===== src/logic/lmw_pkg.sv =====
// Package for the bus transceiver mode and wake control block
package lmw_pkg;
    localparam int NCH = 4;
    // Transceiver mode field codes
    localparam logic [1:0] MODE_OFF  = 2'h0;
    localparam logic [1:0] MODE_WAKE = 2'h1;
    localparam logic [1:0] MODE_RXO  = 2'h2;
    localparam logic [1:0] MODE_NORM = 2'h3;
    // Chip mode codes
    localparam logic [2:0] CHIP_NORMAL   = 3'h0;
    localparam logic [2:0] CHIP_STOP     = 3'h1;
    localparam logic [2:0] CHIP_SLEEP    = 3'h2;
    localparam logic [2:0] CHIP_RESTART  = 3'h3;
    localparam logic [2:0] CHIP_FAILSAFE = 3'h4;
    // Clock and times
    localparam int CLK_HZ        = 20000000;
    localparam int ENABLE_US     = 10;
    localparam int WAKE_FILT_US  = 150;
    localparam int DOM_TO_US     = 12000;
    localparam int ENABLE_CYC    = (ENABLE_US * (CLK_HZ / 1000000));
    localparam int WAKE_FILT_CYC = (WAKE_FILT_US * (CLK_HZ / 1000000));
    localparam int DOM_TO_CYC    = (DOM_TO_US * (CLK_HZ / 1000000));
    localparam int CNT_W         = 20;
    // Reset values
    localparam logic RST_LOW_SLOPE = 1'b0;
    localparam logic RST_FLASH     = 1'b0;

    typedef enum logic [1:0] {
        CH_IDLE  = 2'b00,
        CH_DOM   = 2'b01,
        CH_ARMED = 2'b11,
        CH_WOKEN = 2'b10
    } lmw_wake_e;

    typedef struct packed {
        logic       tx_drive;
        logic       rx_out;
        logic       fail;
        logic       wake;
    } lmw_ch_out_s;
endpackage


===== src/logic/lmw_top.sv =====
// Mode, wake and slope control for four bus transceivers
// Behaviour
// - Early dominant is blocked until the host returns recessive.
// - Receive-only disables driver, keeps receiving; in chip normal or stop.
// - Wake mode set in stop, sleep, restart or normal; forced in fail-safe.
// - Wake is dominant longer than filter time, registered on rising edge.
// - After wake receive output stays low until mode changes or detection is rearmed.
// - Wake in stop or normal raises interrupt and status, mode unchanged.
// - Wake in sleep requests a move to restart, records source.
// - Wake from sleep leaves interrupt deasserted.
// - Mode field keeps reading wake code after wake.
// - Writing another mode then wake again rearms detection.
// - Entering stop, sleep or fail-safe rearms, including repeated stop.
// - Stop-mode wake enables watchdog when wake-watchdog bit set.
// - Transmit dominant beyond timeout disables driver, sets fail flag.
// - Driver returns once transmit input leaves dominant.
// - One bit disables transmit timeout for all channels.
// - Bus dominant beyond timeout in normal/receive-only sets fail flag.
// - Bus supply undervoltage forces receive-only behaviour.
// - Low slope bit, normal mode only, applies at chip select high.
// - Flash bit, normal mode only, disables slope at chip select high.
// - Off mode after reset, allowed except in fail-safe, wake ignored.
// - Transceiver normal mode accepted only in chip normal mode.
`timescale 1ns/10ps
module lmw_top
    import lmw_pkg::*;
#(
    parameter int ENABLE_CYCLES = ENABLE_CYC,
    parameter int FILT_CYCLES   = WAKE_FILT_CYC,
    parameter int TO_CYCLES     = DOM_TO_CYC
) (
    input  wire logic              clk,            // 20 MHz clock
    input  wire logic              rst_n,          // Sync reset, active low
    input  wire logic [2:0]        chip_mode,      // Current chip mode
    input  wire logic              mode_wr,        // Pulse: mode write
    input  wire logic [1:0]        mode_wdata,     // Mode code written
    input  wire logic [1:0]        mode_wch,       // Channel written
    input  wire logic              cfg_wr,         // Pulse: slope cfg write
    input  wire logic              low_slope_select, // Low slope request
    input  wire logic              flash_select,   // Flash request
    input  wire logic              spi_select_n,   // SPI chip select, low
    input  wire logic              tx_timeout_enable, // Timeout enable
    input  wire logic              wdog_on_bus_wake_en, // Wake watchdog
    input  wire logic              wdog_active,    // Watchdog now on
    input  wire logic              uv_in,          // Bus supply undervolt
    input  wire logic              status_clr,     // Clear wake and fail
    input  wire logic [NCH-1:0]    bus_tx_in,      // Host transmit pins
    input  wire logic [NCH-1:0]    bus_in,         // Bus levels
    output logic [NCH-1:0]         bus_drv,        // 0 drives dominant
    output logic [NCH-1:0]         bus_rx_out,     // Receive pins
    output logic [2*NCH-1:0]       mode_fields,    // Mode field readback
    output logic [NCH-1:0]         wake_status_reg, // Wake sources
    output logic [NCH-1:0]         fail_flags,     // Channel fail flags
    output logic                   int_n,          // Interrupt, active low
    output logic                   chip_goto_restart, // Pulse: to restart
    output logic                   wdog_enable_req, // Pulse: enable wdog
    output logic                   low_slope,      // Active low slope
    output logic                   flash_mode      // Slope control off
);
    logic [2*NCH-1:0] modes_r, modes_nxt;
    logic [NCH-1:0] rearm_r, rearm_nxt, wstat_r, wstat_nxt;
    logic [2:0] chip_q_r;
    logic ls_pend_r, ls_pend_nxt, fl_pend_r, fl_pend_nxt;
    logic ls_r, ls_nxt, fl_r, fl_nxt, int_n_r, int_n_nxt;
    logic rst_req_r, rst_req_nxt, wd_req_r, wd_req_nxt;
    logic cs_q_r;
    logic [NCH-1:0] ch_wake, ch_fail, ch_tx, ch_rx;
    logic enter_low, any_wake;

    // Repeated stop command shows as a mode_wr pulse while chip_mode stays unchanged
    assign enter_low = (chip_mode == CHIP_STOP || chip_mode == CHIP_SLEEP ||
                        chip_mode == CHIP_FAILSAFE) &&
                       (chip_mode != chip_q_r || mode_wr);
    assign any_wake = |ch_wake;

    genvar g;
    generate
        for (g = 0; g < NCH; g++) begin : g_ch
            lmw_ch_out_s co;
            lmw_channel #(
                .ENABLE_CYCLES (ENABLE_CYCLES),
                .FILT_CYCLES   (FILT_CYCLES),
                .TO_CYCLES     (TO_CYCLES)
            ) u_ch (
                .clk      (clk),
                .rst_n    (rst_n),
                .mode     (modes_r[2*g +: 2]),
                .rearm    (rearm_r[g]),
                .uv       (uv_in),
                .to_en    (tx_timeout_enable),
                .tx_in    (bus_tx_in[g]),
                .bus_in   (bus_in[g]),
                .fail_clr (status_clr),
                .q        (co)
            );
            assign ch_wake[g] = co.wake;
            assign ch_fail[g] = co.fail;
            assign ch_tx[g]   = co.tx_drive;
            assign ch_rx[g]   = co.rx_out;
        end
    endgenerate

    always_comb begin
        modes_nxt   = modes_r;
        rearm_nxt   = '0;
        wstat_nxt   = status_clr ? '0 : wstat_r;
        ls_pend_nxt = ls_pend_r;
        fl_pend_nxt = fl_pend_r;
        ls_nxt      = ls_r;
        fl_nxt      = fl_r;
        int_n_nxt   = status_clr ? 1'b1 : int_n_r;
        rst_req_nxt = 1'b0;
        wd_req_nxt  = 1'b0;
        for (int i = 0; i < NCH; i++) begin
            if (mode_wr && mode_wch == i[1:0]) begin
                unique case (mode_wdata)
                    MODE_OFF: modes_nxt[2*i +: 2] = MODE_OFF;
                    MODE_NORM:
                        if (chip_mode == CHIP_NORMAL)
                            modes_nxt[2*i +: 2] = MODE_NORM;
                    MODE_RXO:
                        if (chip_mode == CHIP_NORMAL ||
                            chip_mode == CHIP_STOP)
                            modes_nxt[2*i +: 2] = MODE_RXO;
                    MODE_WAKE:
                        if (chip_mode != CHIP_FAILSAFE)
                            modes_nxt[2*i +: 2] = MODE_WAKE;
                endcase
            end
            if (chip_mode == CHIP_FAILSAFE)
                modes_nxt[2*i +: 2] = MODE_WAKE;
            if (enter_low)
                rearm_nxt[i] = 1'b1;
            // Status set wins over a clear in the same cycle
            if (ch_wake[i])
                wstat_nxt[i] = 1'b1;
        end
        if (any_wake) begin
            if (chip_mode == CHIP_STOP || chip_mode == CHIP_NORMAL)
                int_n_nxt = 1'b0;
            if (chip_mode == CHIP_SLEEP || chip_mode == CHIP_FAILSAFE)
                rst_req_nxt = 1'b1;
            if (chip_mode == CHIP_STOP && wdog_on_bus_wake_en && !wdog_active)
                wd_req_nxt = 1'b1;
        end
        if (cfg_wr && chip_mode == CHIP_NORMAL) begin
            ls_pend_nxt = low_slope_select;
            fl_pend_nxt = flash_select;
        end
        if (spi_select_n && !cs_q_r) begin
            ls_nxt = ls_pend_r;
            fl_nxt = fl_pend_r;
        end
    end

    always_ff @(posedge clk) begin
        if (!rst_n) begin
            modes_r         <= '0;
            rearm_r         <= '0;
            wstat_r         <= '0;
            chip_q_r        <= CHIP_NORMAL;
            cs_q_r          <= 1'b1;
            ls_pend_r       <= RST_LOW_SLOPE;
            fl_pend_r       <= RST_FLASH;
            ls_r            <= RST_LOW_SLOPE;
            fl_r            <= RST_FLASH;
            int_n_r         <= 1'b1;
            rst_req_r       <= 1'b0;
            wd_req_r        <= 1'b0;
            bus_drv         <= '1;
            bus_rx_out      <= '1;
            mode_fields     <= '0;
            wake_status_reg <= '0;
            fail_flags      <= '0;
            int_n           <= 1'b1;
            chip_goto_restart <= 1'b0;
            wdog_enable_req <= 1'b0;
            low_slope       <= RST_LOW_SLOPE;
            flash_mode      <= RST_FLASH;
        end else begin
            modes_r         <= modes_nxt;
            rearm_r         <= rearm_nxt;
            wstat_r         <= wstat_nxt;
            chip_q_r        <= chip_mode;
            cs_q_r          <= spi_select_n;
            ls_pend_r       <= ls_pend_nxt;
            fl_pend_r       <= fl_pend_nxt;
            ls_r            <= ls_nxt;
            fl_r            <= fl_nxt;
            int_n_r         <= int_n_nxt;
            rst_req_r       <= rst_req_nxt;
            wd_req_r        <= wd_req_nxt;
            bus_drv         <= ch_tx;
            bus_rx_out      <= ch_rx;
            mode_fields     <= modes_r;
            wake_status_reg <= wstat_r;
            fail_flags      <= ch_fail;
            int_n           <= int_n_r;
            chip_goto_restart <= rst_req_r;
            wdog_enable_req <= wd_req_r;
            low_slope       <= ls_r;
            flash_mode      <= fl_r;
        end
    end

    property p_norm_only_chip_normal;
        @(posedge clk) disable iff (!rst_n)
        (mode_wr && mode_wdata == MODE_NORM && chip_mode != CHIP_NORMAL &&
         modes_r[2*mode_wch +: 2] != MODE_NORM && chip_mode != CHIP_FAILSAFE)
        |=> modes_r[2*$past(mode_wch) +: 2] != MODE_NORM;
    endproperty
    a_norm_only_chip_normal:
        assert property (p_norm_only_chip_normal)
        else $error("normal mode accepted outside chip normal");
    property p_failsafe_wake;
        @(posedge clk) disable iff (!rst_n)
        (chip_mode == CHIP_FAILSAFE) |=> (modes_r == {NCH{MODE_WAKE}});
    endproperty
    a_failsafe_wake: assert property (p_failsafe_wake)
        else $error("fail-safe did not force wake mode");
    property p_wake_int;
        @(posedge clk) disable iff (!rst_n)
        (any_wake && chip_mode == CHIP_STOP && !status_clr) |-> ##2 !int_n;
    endproperty
    a_wake_int: assert property (p_wake_int)
        else $error("interrupt missing after stop wake");
    property p_sleep_no_int;
        @(posedge clk) disable iff (!rst_n)
        (any_wake && chip_mode == CHIP_SLEEP && int_n_r)
        |-> ##2 (int_n && chip_goto_restart);
    endproperty
    a_sleep_no_int: assert property (p_sleep_no_int)
        else $error("sleep wake handled wrongly");
    property p_slope_at_cs;
        @(posedge clk) disable iff (!rst_n)
        !(spi_select_n && !cs_q_r) |=> $stable(ls_r);
    endproperty
    a_slope_at_cs: assert property (p_slope_at_cs)
        else $error("slope changed without chip select rising");
    property p_rearm_stop;
        @(posedge clk) disable iff (!rst_n)
        (chip_mode == CHIP_STOP && chip_q_r != CHIP_STOP) |=> (&rearm_r);
    endproperty
    a_rearm_stop: assert property (p_rearm_stop)
        else $error("no rearm on stop entry");
    c_wake: cover property (@(posedge clk) disable iff (!rst_n) any_wake);
    c_fail: cover property (@(posedge clk) disable iff (!rst_n) |fail_flags);
    c_slope: cover property (@(posedge clk) disable iff (!rst_n) low_slope);
    c_restart: cover property (@(posedge clk) disable iff (!rst_n)
        chip_goto_restart);
    c_wdog: cover property (@(posedge clk) disable iff (!rst_n)
        wdog_enable_req);

    // Side effects of a wake, flash update timing and writes that must be refused
    property p_wd_req;
        @(posedge clk) disable iff (!rst_n)
        (any_wake && chip_mode == CHIP_STOP && wdog_on_bus_wake_en &&
         !wdog_active) |-> ##2 wdog_enable_req;
    endproperty
    a_wd_req: assert property (p_wd_req)
        else $error("watchdog not enabled after stop wake");

    property p_wd_only_stop;
        @(posedge clk) disable iff (!rst_n)
        !(any_wake && chip_mode == CHIP_STOP) |=> !wd_req_r;
    endproperty
    a_wd_only_stop: assert property (p_wd_only_stop)
        else $error("watchdog request without stop wake");

    property p_int_hold;
        @(posedge clk) disable iff (!rst_n)
        (!int_n_r && !status_clr) |=> !int_n_r;
    endproperty
    a_int_hold: assert property (p_int_hold)
        else $error("interrupt released without clear");

    property p_wake_status;
        @(posedge clk) disable iff (!rst_n)
        any_wake |-> ##2 (wake_status_reg != '0);
    endproperty
    a_wake_status: assert property (p_wake_status)
        else $error("wake source not recorded");

    property p_failsafe_restart;
        @(posedge clk) disable iff (!rst_n)
        (any_wake && chip_mode == CHIP_FAILSAFE) |-> ##2 chip_goto_restart;
    endproperty
    a_failsafe_restart: assert property (p_failsafe_restart)
        else $error("no restart after fail-safe wake");

    property p_flash_at_cs;
        @(posedge clk) disable iff (!rst_n)
        !(spi_select_n && !cs_q_r) |=> $stable(fl_r);
    endproperty
    a_flash_at_cs: assert property (p_flash_at_cs)
        else $error("flash changed without chip select rising");

    property p_rxo_refused;
        @(posedge clk) disable iff (!rst_n)
        (mode_wr && mode_wdata == MODE_RXO && chip_mode != CHIP_NORMAL &&
         chip_mode != CHIP_STOP && chip_mode != CHIP_FAILSAFE &&
         modes_r[2*mode_wch +: 2] != MODE_RXO)
        |=> modes_r[2*$past(mode_wch) +: 2] != MODE_RXO;
    endproperty
    a_rxo_refused: assert property (p_rxo_refused)
        else $error("receive-only accepted in wrong chip mode");
endmodule


===== src/logic/lmw_channel.sv =====
// One transceiver channel: enable gate, timeouts, wake detect
`timescale 1ns/10ps
module lmw_channel
    import lmw_pkg::*;
#(
    parameter int ENABLE_CYCLES = ENABLE_CYC,
    parameter int FILT_CYCLES   = WAKE_FILT_CYC,
    parameter int TO_CYCLES     = DOM_TO_CYC
) (
    input  wire logic        clk,         // System clock
    input  wire logic        rst_n,       // Sync reset, active low
    input  wire logic [1:0]  mode,        // Mode field
    input  wire logic        rearm,       // Pulse: rearm wake detect
    input  wire logic        uv,          // Bus supply undervoltage
    input  wire logic        to_en,       // Transmit timeout enable
    input  wire logic        tx_in,       // Host transmit, 0 dominant
    input  wire logic        bus_in,      // Bus level, 0 dominant
    input  wire logic        fail_clr,    // Clear failure flag
    output lmw_pkg::lmw_ch_out_s q        // Channel outputs
);
    lmw_wake_e st_r, st_nxt;
    logic [CNT_W-1:0] en_cnt_r, en_cnt_nxt, wk_cnt_r, wk_cnt_nxt;
    logic [CNT_W-1:0] txd_cnt_r, txd_cnt_nxt, bus_cnt_r, bus_cnt_nxt;
    logic en_done_r, en_done_nxt, gate_r, gate_nxt, txto_r, txto_nxt;
    logic fail_r, fail_nxt, wake_p_r, wake_p_nxt;
    logic [1:0] mode_q_r;
    logic drv_mode, tx_ok;
    lmw_ch_out_s q_nxt;

    assign drv_mode = (mode == MODE_NORM) && !uv;
    assign tx_ok    = drv_mode && en_done_r && gate_r && !txto_r;

    always_comb begin
        en_cnt_nxt  = en_cnt_r;
        en_done_nxt = en_done_r;
        gate_nxt    = gate_r;
        txto_nxt    = txto_r;
        txd_cnt_nxt = txd_cnt_r;
        bus_cnt_nxt = bus_cnt_r;
        wk_cnt_nxt  = wk_cnt_r;
        fail_nxt    = fail_r && !fail_clr;
        st_nxt      = st_r;
        wake_p_nxt  = 1'b0;
        // Enable time, restarted on each entry into a driving mode
        if (!drv_mode || mode != mode_q_r) begin
            en_cnt_nxt  = '0;
            en_done_nxt = 1'b0;
            gate_nxt    = 1'b0;
        end else if (!en_done_r) begin
            if (en_cnt_r >= CNT_W'(ENABLE_CYCLES - 1))
                en_done_nxt = 1'b1;
            else
                en_cnt_nxt = en_cnt_r + 1'b1;
        end else if (tx_in) begin
            // Early dominant is held back until host goes recessive
            gate_nxt = 1'b1;
        end
        // Transmit dominant timeout
        if (tx_in || !to_en) begin
            txd_cnt_nxt = '0;
            txto_nxt    = 1'b0;
        end else if (txd_cnt_r < CNT_W'(TO_CYCLES)) begin
            txd_cnt_nxt = txd_cnt_r + 1'b1;
        end else if (drv_mode) begin
            txto_nxt = 1'b1;
            fail_nxt = 1'b1;
        end
        // Bus dominant clamping in receiving modes
        if (bus_in || !(mode == MODE_NORM || mode == MODE_RXO)) begin
            bus_cnt_nxt = '0;
        end else if (bus_cnt_r < CNT_W'(TO_CYCLES)) begin
            bus_cnt_nxt = bus_cnt_r + 1'b1;
        end else begin
            fail_nxt = 1'b1;
        end
        // Wake detection
        if (mode != MODE_WAKE || rearm) begin
            st_nxt     = CH_IDLE;
            wk_cnt_nxt = '0;
        end else begin
            unique case (st_r)
                CH_IDLE: begin
                    wk_cnt_nxt = '0;
                    if (!bus_in)
                        st_nxt = CH_DOM;
                end
                CH_DOM: begin
                    if (bus_in)
                        st_nxt = CH_IDLE;
                    else if (wk_cnt_r >= CNT_W'(FILT_CYCLES))
                        st_nxt = CH_ARMED;
                    else
                        wk_cnt_nxt = wk_cnt_r + 1'b1;
                end
                CH_ARMED: begin
                    if (bus_in) begin
                        st_nxt     = CH_WOKEN;
                        wake_p_nxt = 1'b1;
                    end
                end
                CH_WOKEN: st_nxt = CH_WOKEN;
            endcase
        end
        q_nxt.tx_drive = tx_ok ? tx_in : 1'b1;
        q_nxt.rx_out   = (st_r == CH_WOKEN) ? 1'b0 :
                         (mode == MODE_NORM || mode == MODE_RXO) ? bus_in
                         : 1'b1;
        q_nxt.fail     = fail_r;
        q_nxt.wake     = wake_p_r;
    end

    always_ff @(posedge clk) begin
        if (!rst_n) begin
            st_r      <= CH_IDLE;
            en_cnt_r  <= '0;
            wk_cnt_r  <= '0;
            txd_cnt_r <= '0;
            bus_cnt_r <= '0;
            en_done_r <= 1'b0;
            gate_r    <= 1'b0;
            txto_r    <= 1'b0;
            fail_r    <= 1'b0;
            wake_p_r  <= 1'b0;
            mode_q_r  <= MODE_OFF;
            q         <= '{tx_drive: 1'b1, rx_out: 1'b1, fail: 1'b0,
                           wake: 1'b0};
        end else begin
            st_r      <= st_nxt;
            en_cnt_r  <= en_cnt_nxt;
            wk_cnt_r  <= wk_cnt_nxt;
            txd_cnt_r <= txd_cnt_nxt;
            bus_cnt_r <= bus_cnt_nxt;
            en_done_r <= en_done_nxt;
            gate_r    <= gate_nxt;
            txto_r    <= txto_nxt;
            fail_r    <= fail_nxt;
            wake_p_r  <= wake_p_nxt;
            mode_q_r  <= mode;
            q         <= q_nxt;
        end
    end

    property p_no_early_dom;
        @(posedge clk) disable iff (!rst_n)
        (!en_done_r) |=> q.tx_drive;
    endproperty
    a_no_early_dom: assert property (p_no_early_dom)
        else $error("dominant driven before enable time");
    property p_woken_rx_low;
        @(posedge clk) disable iff (!rst_n)
        (st_r == CH_WOKEN && mode == MODE_WAKE) |=> !q.rx_out;
    endproperty
    a_woken_rx_low: assert property (p_woken_rx_low)
        else $error("receive output not low after wake");
    property p_uv_no_drive;
        @(posedge clk) disable iff (!rst_n)
        uv |=> q.tx_drive;
    endproperty
    a_uv_no_drive: assert property (p_uv_no_drive)
        else $error("driver active in undervoltage");
    property p_off_no_wake;
        @(posedge clk) disable iff (!rst_n)
        (mode == MODE_OFF) |=> (st_r == CH_IDLE);
    endproperty
    a_off_no_wake: assert property (p_off_no_wake)
        else $error("wake logic active in off mode");
endmodule


===== config.mk =====
export PLATFORM = sky130hd
export DESIGN_NAME = lmw_top
export DESIGN_NICKNAME = d
export VERILOG_FILES = /design/src/logic/lmw_pkg.sv /design/src/logic/lmw_top.sv /design/src/logic/lmw_channel.sv
export SDC_FILE = /design/constraint.sdc
export NUM_CORES = 1
export LEC_CHECK = 0
export BUFFER_PORTS_ARGS = -buffer_cell sky130_fd_sc_hd__buf_2
export CORE_MARGIN = 4
export CORE_UTILIZATION = 55
export DETAILED_ROUTE_END_ITERATION = 16
export GPL_ROUTABILITY_DRIVEN = 0
export PLACE_DENSITY = 0.77
export SYNTH_ARGS = -nofsm -noshare
export SYNTH_HDL_FRONTEND = slang
export SYNTH_SLANG_ARGS = --single-unit

===== constraint.sdc =====
create_clock -name clk -period 4.8 [get_ports clk]
set_clock_uncertainty 0.2 [all_clocks]
set_input_delay 0.24 -clock clk [delete_from_list [all_inputs] [get_ports clk]]
set_output_delay 0.24 -clock clk [all_outputs]
set_load 0.02 [all_outputs]

==> flow_metrics.tcl <==
set metrics [dict create \
    finalHoldViolCount 0 \
    postRouteWirelength_um 36200 \
    synthDistinctLibCells 73 \
    ctsHoldBuffers 29 \
    synth_top_flop_cell "sky130_fd_sc_hd__dfxtp_1" \
    cts.repair_timing.setup_buffer_count 0 \
    cellPowerDensity_nw_per_um2 364 \
    syn-cell-area_um2 17200 \
    crit_type "in -> reg" \
    power.share.combinational_pct 1.7 \
    drv_slew 0 \
    placeableCoreArea_um2 30700 \
    critPathLaunchType "input port" \
    rsz0062_at_grt "false" \
    endpoint_kind "register" \
    dp_hpwl_um 24400 \
    layout-area-overhead-vs-synth_pct 13.7 \
    ctsRootBufferMaster "sky130_fd_sc_hd__clkbuf_16" \
    period_minus_slack_ps 2750 \
    timing.hold.worst.class "in -> reg" \
    worst_ir_drop_vdd_v 0.000306 \
    setup-tns-final_ps 0 \
    clock_sinks 417 \
    ctsLongestPathBuffers 3 \
    die-height_um 185 \
    fp.dieArea_um2 34200 \
    routedWlPerCell_um 15.0 \
    postSynthNetCount 1956 \
    worst-endpoint-arrival_ps 3030 \
    tightestPinTransition_ps 786 \
    grt_first_pass_wirelength_um 60900 \
    drt-initial-drc-count 942 \
    crit_top_cell "sky130_fd_sc_hd__dlygate4sd3_1" \
    cts_tree "built" \
    clk_pin_slew_ps 60 \
    yosysSeqAreaShare_pct 48.5 \
    grt_antenna_before_repair 2 \
    synth-async-reset-ratio_pct 0 \
    worst-path-max-fanout 41 \
    p_sw_uw 1450 \
    drt.antenna.violating_nets 0 \
    synth_top_area_cell "sky130_fd_sc_hd__dfxtp_1" \
    final_core_utilization_pct 63.6 \
    routed-via-count 13900 \
    slowest_stage "sky130_fd_sc_hd__dlygate4sd3_1" \
    synth_top_cells_by_count "sky130_fd_sc_hd__dfxtp_1, sky130_fd_sc_hd__nor2_1, sky130_fd_sc_hd__nand2_1" \
    num_io_pins 56 \
    post_drt_via_cell_ratio 5.76 \
    globalRouteTotalUtil_pct 20.7 \
    power_frac_clock_pct 49.3 \
    timing.max_cap.violations 0 \
    core.rowCount 64 \
    floorplan.die.width_um 185 \
    timing.slew.headroom_pct 47.5 \
    netSwitchingFraction_pct 20.4 \
    timing.final.setup_violations 0 \
    yosysMostFrequentCell "sky130_fd_sc_hd__dfxtp_1" \
    achievable-frequency_ghz 0.364 \
    power.sequential.fraction_pct 49.0 \
    leakage_uw 0.00679 \
    cts.htree.levels 2 \
    synth-seq-cells 417 \
    mean_instance_size_in_the_synthesized_netlist_um2 9.01 \
    cts_inserted_buffers 43 \
    drcViolationCount 0 \
    cpPeakStageDelay_ps 580 \
    cp_cell_sequence "dlygate4sd3_1 -> buf_2 -> buf_4 -> o41ai_1 -> or3_1 -> nor3_1 -> dlygate4sd3_1" \
    num-nets-final 2024 \
    ctsResizeCount 0 \
    ys.warnings.count 0 \
    clock_latency_ps 540 \
    critical_path_required_ps 5080 \
    synth_top_cells_by_area "sky130_fd_sc_hd__dfxtp_1, sky130_fd_sc_hd__and2_1, sky130_fd_sc_hd__xnor2_1" \
    grt_overflow_total 0 \
    number_of_enable_flip_flop_cells_after_synthesis 0 \
    syn_inst 1909 \
    synth_top_cell_area_share_pct 48.5 \
    grt_start_max_net_pins 42 \
    p_int_uw 5670 \
    initial_cell_density_of_the_core_pct 55.9 \
    io_buffer_count 55 \
    first_global_vias 12800 \
    fin_crit_sh_pct 57.3 \
    first_pass_detailed_route_iteration_total 5 \
    run_status "completed" \
    drive_above_1_share_pct 8.45 \
]
-- cell usage in the layout, fill, tap and decap left out, types with 37 or more instances in the layout --
cell type                   instances
sky130_fd_sc_hd__and2_1           136
sky130_fd_sc_hd__clkbuf_16         44
sky130_fd_sc_hd__nand2_1          138
sky130_fd_sc_hd__inv_1             41
sky130_fd_sc_hd__nor2_1           203
sky130_fd_sc_hd__dfxtp_1          417
sky130_fd_sc_hd__o21ai_0           58
sky130_fd_sc_hd__xnor2_1           94
sky130_fd_sc_hd__nand4_1           38
sky130_fd_sc_hd__a21oi_1          128
sky130_fd_sc_hd__nor4_1            38
sky130_fd_sc_hd__or3_1             37
sky130_fd_sc_hd__buf_2             55
sky130_fd_sc_hd__nand3_1           87
-- per-stage QoR --
| stage | hold WS (ps) | setup slack (ps) | total power [µW] | std cells | area (µm²) |
|---|---|---|---|---|---|
| global route | 34.2 | 1940 | 7350 | 2408 | 19500 |
| CTS | 5.78 | 2170 | 7180 | 2407 | 19500 |
| detailed placement | 202 | 2330 | 3670 | 2299 | 17700 |
| finish | 32.8 | 2050 | 7120 | 2408 | 19500 |
| global placement | 195 | 2400 | 3660 | 2299 | 17700 |
| floorplan | 116 | 2640 | 3620 | 1909 | 17200 |
-- critical path: cells and delay by family --
family | cells | cell delay [ps]
buffers and inverters | 4 | 2000
and+or+nand+nor | 2 | 590
AOI/OAI and AO/OA | 1 | 180
-- metal layers --
| layer | up-vias | routed length, µm | GRT usage [%] |
|---|---|---|---|
| li1 | 6967 | - | - |
| met1 | 6502 | 16900 | 28.5 |
| met2 | 330 | 16600 | 33.7 |
| met3 | 68 | 1960 | 3.48 |
| met4 | 2 | 752 | 5.90 |
| met5 | - | 11 | 0 |
-- power by group through the flow --
stage / clock, µW / sequential [µW] / combinational [µW]
2_1_floorplan: 0 / 3560 / 64.3
3_3_place_gp: 0 / 3560 / 99.2
3_5_place_dp: 0 / 3560 / 102
4_1_cts: 3570 / 3490 / 120
5_1_grt: 3730 / 3490 / 133
6_report: 3510 / 3490 / 121
-- cell type report --
type	count	area, µm²
Timing Repair Buffer	86	581
Tap cell	396	495
Antenna cell	1	2.50
Multi-Input combinational cell	1388	8450
Sequential cell	417	8350
Clock inverter	22	317
Inverter	41	154
Fill cell	2481	11200
Clock buffer	57	1200
-- path summary, 6_finish.rpt --
path,from,end,slack (ps),depth (start not counted)
min reg2reg,g_ch[3].u_ch.q[3]$_SDFF_PN1_,bus_drv[3]$_SDFF_PN1_,210,1
min,cfg_wr,ls_pend_r$_SDFFE_PN0P_,30,4
max,rst_n,wd_req_r$_SDFF_PN0_,2050,7
max reg2reg,g_ch[0].u_ch.st_r[0]$_SDFFE_PP0P_,g_ch[0].u_ch.wk_cnt_r[9]$_SDFFE_PP0P_,2270,5
-- kinds of logic (layout without fill, tap and decap cells) --
group	count (synthesis)	in the layout	share of synthesized area [%]
fa+ha+maj	20	20	1.46
other cells	0	1	0
buf+inv	104	206	2.34
flops	417	417	48.5
mux	22	22	1.29
simple gates	867	867	26.6
compound gates	373	373	14.3
xor+xnor	106	106	5.40
No activity file was read; power rests on OpenSTA's default activity.
